$ cat src/hdl/pin_select_defs.svh
`ifndef PIN_SELECT_DEFS_SVH
`define PIN_SELECT_DEFS_SVH

// Selection codes for the general output pin
`define SEL_RX_OVERFLOW   6'h04
`define SEL_TX_UNDERFLOW  6'h05
`define SEL_PKT_FRAME     6'h06
`define SEL_CRC_PKT       6'h07
`define SEL_PREAMBLE_OK   6'h08
`define SEL_CLEAR_CHAN    6'h09
`define SEL_LOCK          6'h0a
`define SEL_SER_CLK       6'h0b
`define SEL_SER_SYNC_DATA 6'h0c
`define SEL_SER_ASYNC     6'h0d
`define SEL_CARRIER       6'h0e
`define SEL_CRC_OK        6'h0f
`define SEL_HARD_BIT1     6'h16
`define SEL_HARD_BIT0     6'h17
`define SEL_AMP_POWER     6'h1b

// Register file layout over APB
`define OFS_SEL    12'h000
`define OFS_STATUS 12'h004
`define OFS_MASK   12'h008
`define OFS_PQT    12'h00c
`define OFS_CCA    12'h010
`define OFS_LIVE   12'h014

// Field widths and reset values
`define PQ_W       4
`define SEL_RST    6'h00
`define PQT_RST    4'h0
`define CCA_RST    2'h0
`define EVT_N      5

// Status bit positions
`define EV_RXOVF   0
`define EV_TXUNF   1
`define EV_SYNC    2
`define EV_CRCGOOD 3
`define EV_LOCK    4

`endif

$ cat src/hdl/pin_select_pkg.sv
package pin_select_pkg;
  // Radio status inputs after synchronising
  typedef struct packed {
    logic       rx_overflow;
    logic       tx_underflow;
    logic       rx_flush;
    logic       tx_flush;
    logic       sync_seen;
    logic       pkt_end;
    logic       addr_fail;
    logic       tx_mode;
    logic       crc_done;
    logic       crc_match;
    logic       rx_first_read;
    logic       rx_enter;
    logic [3:0] pq_level;
    logic       rssi_below;
    logic       rssi_above;
    logic       channel_busy_rx;
    logic       lock;
    logic       ser_clk;
    logic       ser_data;
    logic       demod_data;
    logic [1:0] hard_bits;
    logic       amp_on;
  } radio_t;

  // State of the selector, all but the lock history
  typedef struct packed {
    logic [5:0] sel;
    logic [4:0] status;
    logic [4:0] mask;
    logic [3:0] preamble_quality_threshold;
    logic [1:0] cca;
    logic       rx_ovf_hold;
    logic       tx_unf_hold;
    logic       frame_hold;
    logic       crc_pkt_hold;
    logic       crc_ok_hold;
    logic       ser_clk_d;
    logic       ser_data_hold;
    logic       pin;
    logic       irq;
    logic [31:0] prdata;
    logic       pready;
    logic       pslverr;
  } sel_state_t;
endpackage

$ cat src/hdl/sync2.sv
`timescale 1ns/1ns
// Two flip-flop synchroniser for a bundle of pin levels
module sync2 #(
  parameter int W = 1
) (
  input  wire logic         clk,    // Clock
  input  wire logic         rst_b,  // Async reset, low
  input  wire logic [W-1:0] d,      // Asynchronous levels
  output logic      [W-1:0] q       // Synchronised levels
);
  logic [W-1:0] meta_r;

  // First stage feeds only the second
  always_ff @(posedge clk or negedge rst_b) begin
    if (!rst_b) begin
      meta_r <= '0;
      q      <= '0;
    end else begin
      meta_r <= d;
      q      <= meta_r;
    end
  end
endmodule // sync2

$ cat src/hdl/status_output_pin_selector.sv
`timescale 1ns/1ns
`include "pin_select_defs.svh"

module status_output_pin_selector (
  input  wire logic                  CLK,          // 50 MHz clock
  input  wire logic                  RST_B,        // Async reset, low
  input  wire logic                  PSEL,         // APB select
  input  wire logic                  PENABLE,      // APB access phase
  input  wire logic                  PWRITE,       // APB write
  input  wire logic [11:0]           PADDR,        // APB byte address
  input  wire logic [31:0]           PWDATA,       // APB write data
  output logic      [31:0]           PRDATA,       // APB read data
  output logic                       PREADY,       // APB ready
  output logic                       PSLVERR,      // APB error
  input  wire pin_select_pkg::radio_t RADIO,       // Radio status levels
  output logic                       GENERAL_OUTPUT_PIN, // Selected signal
  output logic                       IRQ           // Level interrupt
);

  pin_select_pkg::radio_t     rad;
  pin_select_pkg::sel_state_t st_r;
  pin_select_pkg::sel_state_t st_nxt;
  logic                       acc;
  logic                       wr;
  logic                       rd_ok;
  logic [4:0]                 ev;
  logic                       lock_d_r;
  logic                       pin_val;
  logic                       clr_chan;

  // All radio levels cross into this domain
  sync2 #(.W($bits(pin_select_pkg::radio_t))) u_sync (
    .clk   (CLK),
    .rst_b (RST_B),
    .d     (RADIO),
    .q     (rad)
  );

  // Lock history for the lock-change event
  always_ff @(posedge CLK or negedge RST_B) begin
    if (!RST_B) begin
      lock_d_r <= 1'b0;
    end else begin
      lock_d_r <= rad.lock;
    end
  end

  // Bus access decode
  assign acc = PSEL && PENABLE && !st_r.pready;
  assign wr  = PSEL && PENABLE && PWRITE && st_r.pready; // Write lands on the completing edge

  // Clear-channel per mode: 0 always, 1 rssi, 2 not receiving, 3 both
  always_comb begin
    case (st_r.cca)
      2'h0:    clr_chan = 1'b1;
      2'h1:    clr_chan = rad.rssi_below;
      2'h2:    clr_chan = !rad.channel_busy_rx;
      2'h3:    clr_chan = rad.rssi_below && !rad.channel_busy_rx;
      default: clr_chan = 1'b0;
    endcase
  end

  // Next state of the whole selector
  always_comb begin
    st_nxt = st_r;
    rd_ok  = 1'b1;

    if (rad.rx_overflow) begin
      st_nxt.rx_ovf_hold = 1'b1;
    end else if (rad.rx_flush) begin
      st_nxt.rx_ovf_hold = 1'b0;
    end

    if (rad.tx_underflow) begin
      st_nxt.tx_unf_hold = 1'b1;
    end else if (rad.tx_flush) begin
      st_nxt.tx_unf_hold = 1'b0;
    end

    if (rad.pkt_end || (rad.tx_mode ? rad.tx_underflow : (rad.addr_fail || rad.rx_overflow))) begin
      st_nxt.frame_hold = 1'b0;
    end else if (rad.sync_seen) begin
      st_nxt.frame_hold = 1'b1;
    end

    if (rad.crc_done && rad.crc_match) begin
      st_nxt.crc_pkt_hold = 1'b1;
    end else if (rad.rx_first_read) begin
      st_nxt.crc_pkt_hold = 1'b0;
    end

    // last compare result, cleared on receive entry
    if (rad.rx_enter) begin
      st_nxt.crc_ok_hold = 1'b0;
    end else if (rad.crc_done) begin
      st_nxt.crc_ok_hold = rad.crc_match;
    end

    // data retimed at falling serial clock edge
    st_nxt.ser_clk_d = rad.ser_clk;
    if (st_r.ser_clk_d && !rad.ser_clk) begin
      st_nxt.ser_data_hold = rad.ser_data;
    end

    // Pin selection, registered
    st_nxt.pin = pin_val;

    // Sticky events, set wins over write-one clear
    ev = '0;
    ev[`EV_RXOVF]   = rad.rx_overflow;
    ev[`EV_TXUNF]   = rad.tx_underflow;
    ev[`EV_SYNC]    = rad.sync_seen;
    ev[`EV_CRCGOOD] = rad.crc_done && rad.crc_match;
    ev[`EV_LOCK]    = rad.lock ^ lock_d_r;
    if (wr && PADDR == `OFS_STATUS) begin
      st_nxt.status = st_r.status & ~PWDATA[4:0];
    end
    st_nxt.status = st_nxt.status | ev;

    // Address decode in the access cycle, live word is read only
    if (acc) begin
      case (PADDR)
        `OFS_SEL, `OFS_STATUS, `OFS_MASK, `OFS_PQT, `OFS_CCA: rd_ok = 1'b1;
        `OFS_LIVE: rd_ok = !PWRITE;
        default:   rd_ok = 1'b0;
      endcase
    end

    // Register writes, taken with the ready answer
    if (wr) begin
      case (PADDR)
        `OFS_SEL:    st_nxt.sel  = PWDATA[5:0];
        `OFS_MASK:   st_nxt.mask = PWDATA[4:0];
        `OFS_PQT:    st_nxt.preamble_quality_threshold  = PWDATA[3:0];
        `OFS_CCA:    st_nxt.cca  = PWDATA[1:0];
        default:     ;
      endcase
    end

    // Register reads
    st_nxt.prdata = '0;
    if (acc && !PWRITE) begin
      case (PADDR)
        `OFS_SEL:    st_nxt.prdata = {26'h0, st_r.sel};
        `OFS_STATUS: st_nxt.prdata = {27'h0, st_r.status};
        `OFS_MASK:   st_nxt.prdata = {27'h0, st_r.mask};
        `OFS_PQT:    st_nxt.prdata = {28'h0, st_r.preamble_quality_threshold};
        `OFS_CCA:    st_nxt.prdata = {30'h0, st_r.cca};
        `OFS_LIVE:   st_nxt.prdata = {26'h0, rad.lock, rad.amp_on, st_r.crc_ok_hold,
                                      st_r.frame_hold, st_r.tx_unf_hold, st_r.rx_ovf_hold};
        default:     rd_ok = 1'b0;
      endcase
    end

    // One wait state, ready pulses one cycle
    st_nxt.pready  = acc;
    st_nxt.pslverr = acc && !rd_ok;
    st_nxt.irq     = |(st_nxt.status & st_r.mask);
  end

  // Output multiplexer on the selection code
  always_comb begin
    case (st_r.sel)
      `SEL_RX_OVERFLOW:   pin_val = st_r.rx_ovf_hold;
      `SEL_TX_UNDERFLOW:  pin_val = st_r.tx_unf_hold;
      `SEL_PKT_FRAME:     pin_val = st_r.frame_hold;
      `SEL_CRC_PKT:       pin_val = st_r.crc_pkt_hold;
      `SEL_PREAMBLE_OK:   pin_val = rad.pq_level > st_r.preamble_quality_threshold;
      `SEL_CLEAR_CHAN:    pin_val = clr_chan;
      `SEL_LOCK:          pin_val = rad.lock;
      `SEL_SER_CLK:       pin_val = rad.ser_clk;
      `SEL_SER_SYNC_DATA: pin_val = st_r.ser_data_hold;
      `SEL_SER_ASYNC:     pin_val = rad.demod_data;
      `SEL_CARRIER:       pin_val = rad.rssi_above;
      `SEL_CRC_OK:        pin_val = st_r.crc_ok_hold;
      `SEL_HARD_BIT1:     pin_val = rad.hard_bits[1];
      `SEL_HARD_BIT0:     pin_val = rad.hard_bits[0];
      `SEL_AMP_POWER:     pin_val = rad.amp_on;
      default:            pin_val = 1'b0;
    endcase
  end

  // State register
  always_ff @(posedge CLK or negedge RST_B) begin
    if (!RST_B) begin
      st_r      <= '0;
      st_r.sel  <= `SEL_RST;
      st_r.preamble_quality_threshold  <= `PQT_RST;
      st_r.cca  <= `CCA_RST;
    end else begin
      st_r <= st_nxt;
    end
  end

  assign PRDATA             = st_r.prdata;
  assign PREADY             = st_r.pready;
  assign PSLVERR            = st_r.pslverr;
  assign GENERAL_OUTPUT_PIN = st_r.pin;
  assign IRQ                = st_r.irq;
endmodule // status_output_pin_selector

$ cat config.mk
export PLATFORM = sky130hd
export DESIGN_NAME = status_output_pin_selector
export DESIGN_NICKNAME = d
export VERILOG_FILES = /design/src/hdl/pin_select_pkg.sv /design/src/hdl/sync2.sv /design/src/hdl/status_output_pin_selector.sv
export VERILOG_INCLUDE_DIRS = /design/src /design/src/hdl
export SDC_FILE = /design/constraint.sdc
export NUM_CORES = 1
export LEC_CHECK = 0
export ABC_AREA = 1
export BUFFER_PORTS_ARGS = -buffer_cell sky130_fd_sc_hd__buf_4
export CAP_MARGIN = 20
export CORE_ASPECT_RATIO = 0.9
export CORE_MARGIN = 5
export CORE_UTILIZATION = 46
export CTS_CLUSTER_DIAMETER = 80
export DETAILED_ROUTE_END_ITERATION = 16
export PLACE_DENSITY = 0.8
export SYNTH_ARGS = -nofsm -noshare
export SYNTH_HDL_FRONTEND = slang
export SYNTH_SLANG_ARGS = --single-unit
$ cat constraint.sdc
create_clock -name CLK -period 3.8 [get_ports CLK]
set_input_delay 0.76 -clock CLK [delete_from_list [all_inputs] [get_ports CLK]]
set_output_delay 0.76 -clock CLK [all_outputs]
set_load 0.02 [all_outputs]
==> results.txt <==
- WP buf/inv: 1
- Data on the critical path is required at its endpoint by 3040 ps.
- Critical path class: reg2out
* Cells after DPL: just over 500
- Register clock-pin slew on the reported worst setup and hold paths: around 90 ps
- Summed over all nets, wire length on met2 after detailed routing comes to roughly 3.2 mm.
- Detail-routed net length per standard cell: 12.8 µm
- The number of setup buffers added after CTS is 0.
* Synthesized area: ~3700 µm²
* Clk Tree Root Cell: sky130_fd_sc_hd__clkbuf_8
- Of the post-synthesis cell area, the dominant cell type holds about 62%.
* Antenna Violating Nets Remaining: 0
* Area of placed instances: slightly above 4000 µm²
* Clock network fraction of design power: between 30% and 40%
* Final-layout setup total negative slack: 0 ps
* Pre-antenna DRT Iters: 4
- Power comes to roughly 1.8 mW.
- Synthesis produced about 360 cells.
- The worst path uses 44.6% of the clock period.
- In this run the power spent charging and discharging nets is between 0.4 and 0.5 mW.
- Routed met3 length: between 600 and 700 µm
- Number of library cell types mapped by synthesis: 34
- In this run the tightest slew margin relative to its limit is between 60% and 70%.
- Starting density of the core: 46.5%
* Vias: approximately 2500
- Total power divided by cell area: around 420 nW/µm²
* Core Area: between 7000 and 8000 µm²
- Synthesis Warnings: 0
* Crit start category: flip-flop
- Worst EP arrival: 930 ps
- Sequential cell area fraction in the yosys report: 62.2%
- Global-route wire length before repair: ~11 mm
- Status: finished clean
- In this run the worst hold path is classified as reg2reg.
* Total number of placement rows: 31
- Actual transition at the worst max-transition pin: ~580 ps
- In this run the deepest clock path goes through 2 buffers.
- Post-CTS repair changed the size of 0 cells.
- Part of the total power dissipated in sequential elements: 56.3%
- Total count of max-transition violations in the final report: 0
- In the final routing, the length of wire on met1 measures 2.84 mm.
- Entering global routing, the biggest net connects 93 pins.
* VDD IR-drop max: 0.327 mV
- Slowest library cell on the worst path: sky130_fd_sc_hd__dfrtp_1
- From bottom edge to top edge, the die measures roughly 95 µm.
* Post-layout minimum cycle time: 1690 ps
- The tool flagged a number of max-cap violations equal to 0.
- Post-Layout Cell Count: ~530
- The area growth from synthesis to layout is 17.2%.
- The number of hold-slack violations in the final timing report is 0.
- Most area-consuming cells after synthesis: sky130_fd_sc_hd__dfrtp_1, sky130_fd_sc_hd__nand2_1, sky130_fd_sc_hd__buf_4, sky130_fd_sc_hd__inv_1, sky130_fd_sc_hd__nor2_1
- At the placement stage, the worst setup path has a slack of around 1700 ps.
* Initial detailed-routing violation count: 131
* Clock latency on the worst-skew pair: 370 ps
- Worst path max stage delay: 410 ps
* Number of diodes added for antenna fixing: 0
- Post-layout instance area: 4340 µm²
- The number of antenna violations at the first check in global routing is 0.
- For this run the aggregate overflow at the end of global routing stands at 0.
- Setup slack on the worst reg-to-reg path comes out at about 2300 ps.
* RSZ-0062 raised after global routing: false
- Top cell type by total area after synthesis: sky130_fd_sc_hd__dfrtp_1
- Number of buffers created by CTS: 9
- The internal power of the cells totals roughly 1.4 mW.
- TritonCTS built the clock tree.
- Crit path max fanout: 3
- Sinks on Clock Net: between 90 and 100
- Highest attainable clock frequency: 590 MHz
- Using the TritonRoute via totals, the vias-per-cell ratio works out to roughly 4.7.
- Global routing used roughly 14% of the available tracks across all layers.
- For this run, design rule violations remaining after detail routing come to 0.
- Mean cell area of the mapped netlist: roughly 10 µm²
- Final hold analysis gives a worst-case slack of 347 ps.
- Die area: ~9900 µm²
- Clock skew on the completed layout was measured at ~10 ps.
- CP cell instances: buf_4
* Register bit count reported by yosys: between 90 and 100
- Switching share of power: 24.4%
* Gate family responsible for the most delay along the worst path: flip-flops
- Fraction of layout cells with a size suffix above 1: 24.5%
* Post-layout worst setup margin: 2110 ps
- Count of hold buffers inserted by post-cts repair: 0
- Part of the total power dissipated in combinational logic: roughly 6.5%
- In this run the horizontal extent of the chip is around 100 µm.
- Top routing layer in use: met4
- I/O Pins: around 110
* Number of port buffers: a little under 60
- At the end of routability-driven placement, the weighted congestion stood at between 0.8 and 0.9.
- For this block, the routed nets add up to between 6 and 7 mm of wire.
- Post-detailed-placement half-perimeter wirelength: 5.18 mm
- Vias in the first global route: around 2400
- Setup violations remaining at the end of the flow were counted as 0.
- The worst setup path is captured at an output port.
- Leakage dissipation: 2.16 nW
- Cells fill between 50% and 60% of the core in the end.
* Fin nets: about 500
- The H-tree was split into 3 levels.
[layout by cell type (no fill, tap or decap), types with 2 or more instances in the layout]
cell type / synthesis / routed
sky130_fd_sc_hd__conb_1: 1 / 26
sky130_fd_sc_hd__nand3_1: 13 / 13
sky130_fd_sc_hd__o21ai_0: 5 / 5
sky130_fd_sc_hd__inv_6: 0 / 3
sky130_fd_sc_hd__nand4_1: 8 / 8
sky130_fd_sc_hd__nand2_2: 6 / 6
sky130_fd_sc_hd__buf_4: 32 / 58
sky130_fd_sc_hd__nor2_4: 2 / 2
sky130_fd_sc_hd__a21oi_1: 12 / 12
sky130_fd_sc_hd__inv_2: 9 / 9
sky130_fd_sc_hd__clkbuf_8: 0 / 9
sky130_fd_sc_hd__o22ai_1: 3 / 3
sky130_fd_sc_hd__nor3_1: 4 / 4
sky130_fd_sc_hd__dfrtp_1: 92 / 92
sky130_fd_sc_hd__nor2_2: 3 / 3
sky130_fd_sc_hd__nor2_1: 23 / 23
sky130_fd_sc_hd__nand3_2: 2 / 2
sky130_fd_sc_hd__inv_1: 36 / 36
sky130_fd_sc_hd__o21ai_1: 15 / 15
sky130_fd_sc_hd__ha_1: 4 / 4
sky130_fd_sc_hd__o21ai_2: 4 / 4
sky130_fd_sc_hd__nand2_1: 73 / 73
[state kept, by name, summed over array words and instances, names as in the netlist]
name	cells
u_sync.meta_r	26
PRDATA	6
u_sync.q	26
lock_d_r	1
PREADY	1
IRQ	1
PSLVERR	1
st_r	29
GENERAL_OUTPUT_PIN	1
[path summary, 6_finish.rpt]
path	startpoint	cells after the start	to
hold / removal	u_sync.meta_r[12]	0	u_sync.q[12]
setup / recovery	PREADY	1	PREADY
hold reg to reg	u_sync.meta_r[12]	0	u_sync.q[12]
min in group asynchronous	RST_B	1	u_sync.meta_r[5]
setup reg to reg	st_r[48]	7	GENERAL_OUTPUT_PIN
max in group asynchronous	RST_B	2	st_r[40]
[final cells by class]
type                       instances  area [µm²]
timing repair buffer              59         455
inverter                          46         173
clock inverter                     7        91.3
clock buffer                       9         124
fill                             677        3610
sequential                        92        2300
multi-input combinational        215        1070
tap                               99         124
[metal layers]
metal | track usage [%] | vias to the layer above
met1 | 18.3 | 1153
li1 | - | 1212
met4 | 2.91 | 0
met5 | 0 | -
met3 | 5.42 | 6
met2 | 23.8 | 101
[kinds of logic after synthesis]
family | Yosys count | synth area share (%)
AO/OA/AOI/OAI | 47 | 7.58
flip-flops | 92 | 62.2
AND/OR/NAND/NOR | 137 | 17.0
adder cells (fa/ha/maj) | 4 | 1.35
XOR/XNOR | 1 | 0.237
other | 1 | 0.101
buffers and inverters | 79 | 11.5
[power by group through the flow]
stage	clock network [mW]	logic [mW]	registers, mW
after floorplan	0	0.0674	1.04
after global placement	0	0.114	1.05
after detailed placement	0	0.116	1.05
after CTS	0.696	0.116	1.03
after global routing	0.737	0.131	1.03
final	0.679	0.118	1.03
[synthesized netlist by cell type]
cell type / number
sky130_fd_sc_hd__nor3_1: 4
sky130_fd_sc_hd__nor4_1: 1
sky130_fd_sc_hd__conb_1: 1
sky130_fd_sc_hd__o211ai_1: 1
sky130_fd_sc_hd__o22ai_1: 3
sky130_fd_sc_hd__o221a_2: 1
sky130_fd_sc_hd__o21ai_2: 4
sky130_fd_sc_hd__nor2_8: 1
sky130_fd_sc_hd__nand2_1: 73
sky130_fd_sc_hd__a21oi_2: 1
sky130_fd_sc_hd__nor2_4: 2
sky130_fd_sc_hd__o2111ai_1: 1
sky130_fd_sc_hd__buf_6: 1
sky130_fd_sc_hd__o21a_1: 1
sky130_fd_sc_hd__nand4_1: 8
sky130_fd_sc_hd__xnor2_1: 1
sky130_fd_sc_hd__o21ai_1: 15
sky130_fd_sc_hd__dfrtp_1: 92
sky130_fd_sc_hd__nor2_2: 3
sky130_fd_sc_hd__a31oi_1: 1
sky130_fd_sc_hd__nand3_2: 2
sky130_fd_sc_hd__o21ai_0: 5
sky130_fd_sc_hd__a21oi_1: 12
sky130_fd_sc_hd__ha_1: 4
sky130_fd_sc_hd__nor3_2: 1
sky130_fd_sc_hd__o31ai_1: 1
sky130_fd_sc_hd__nand3_1: 13
sky130_fd_sc_hd__buf_4: 32
sky130_fd_sc_hd__inv_2: 9
sky130_fd_sc_hd__inv_1: 36
sky130_fd_sc_hd__nor2_1: 23
sky130_fd_sc_hd__nand2_2: 6
sky130_fd_sc_hd__clkinv_1: 1
sky130_fd_sc_hd__a32oi_1: 1
No activity file was read; power rests on OpenSTA's default activity.
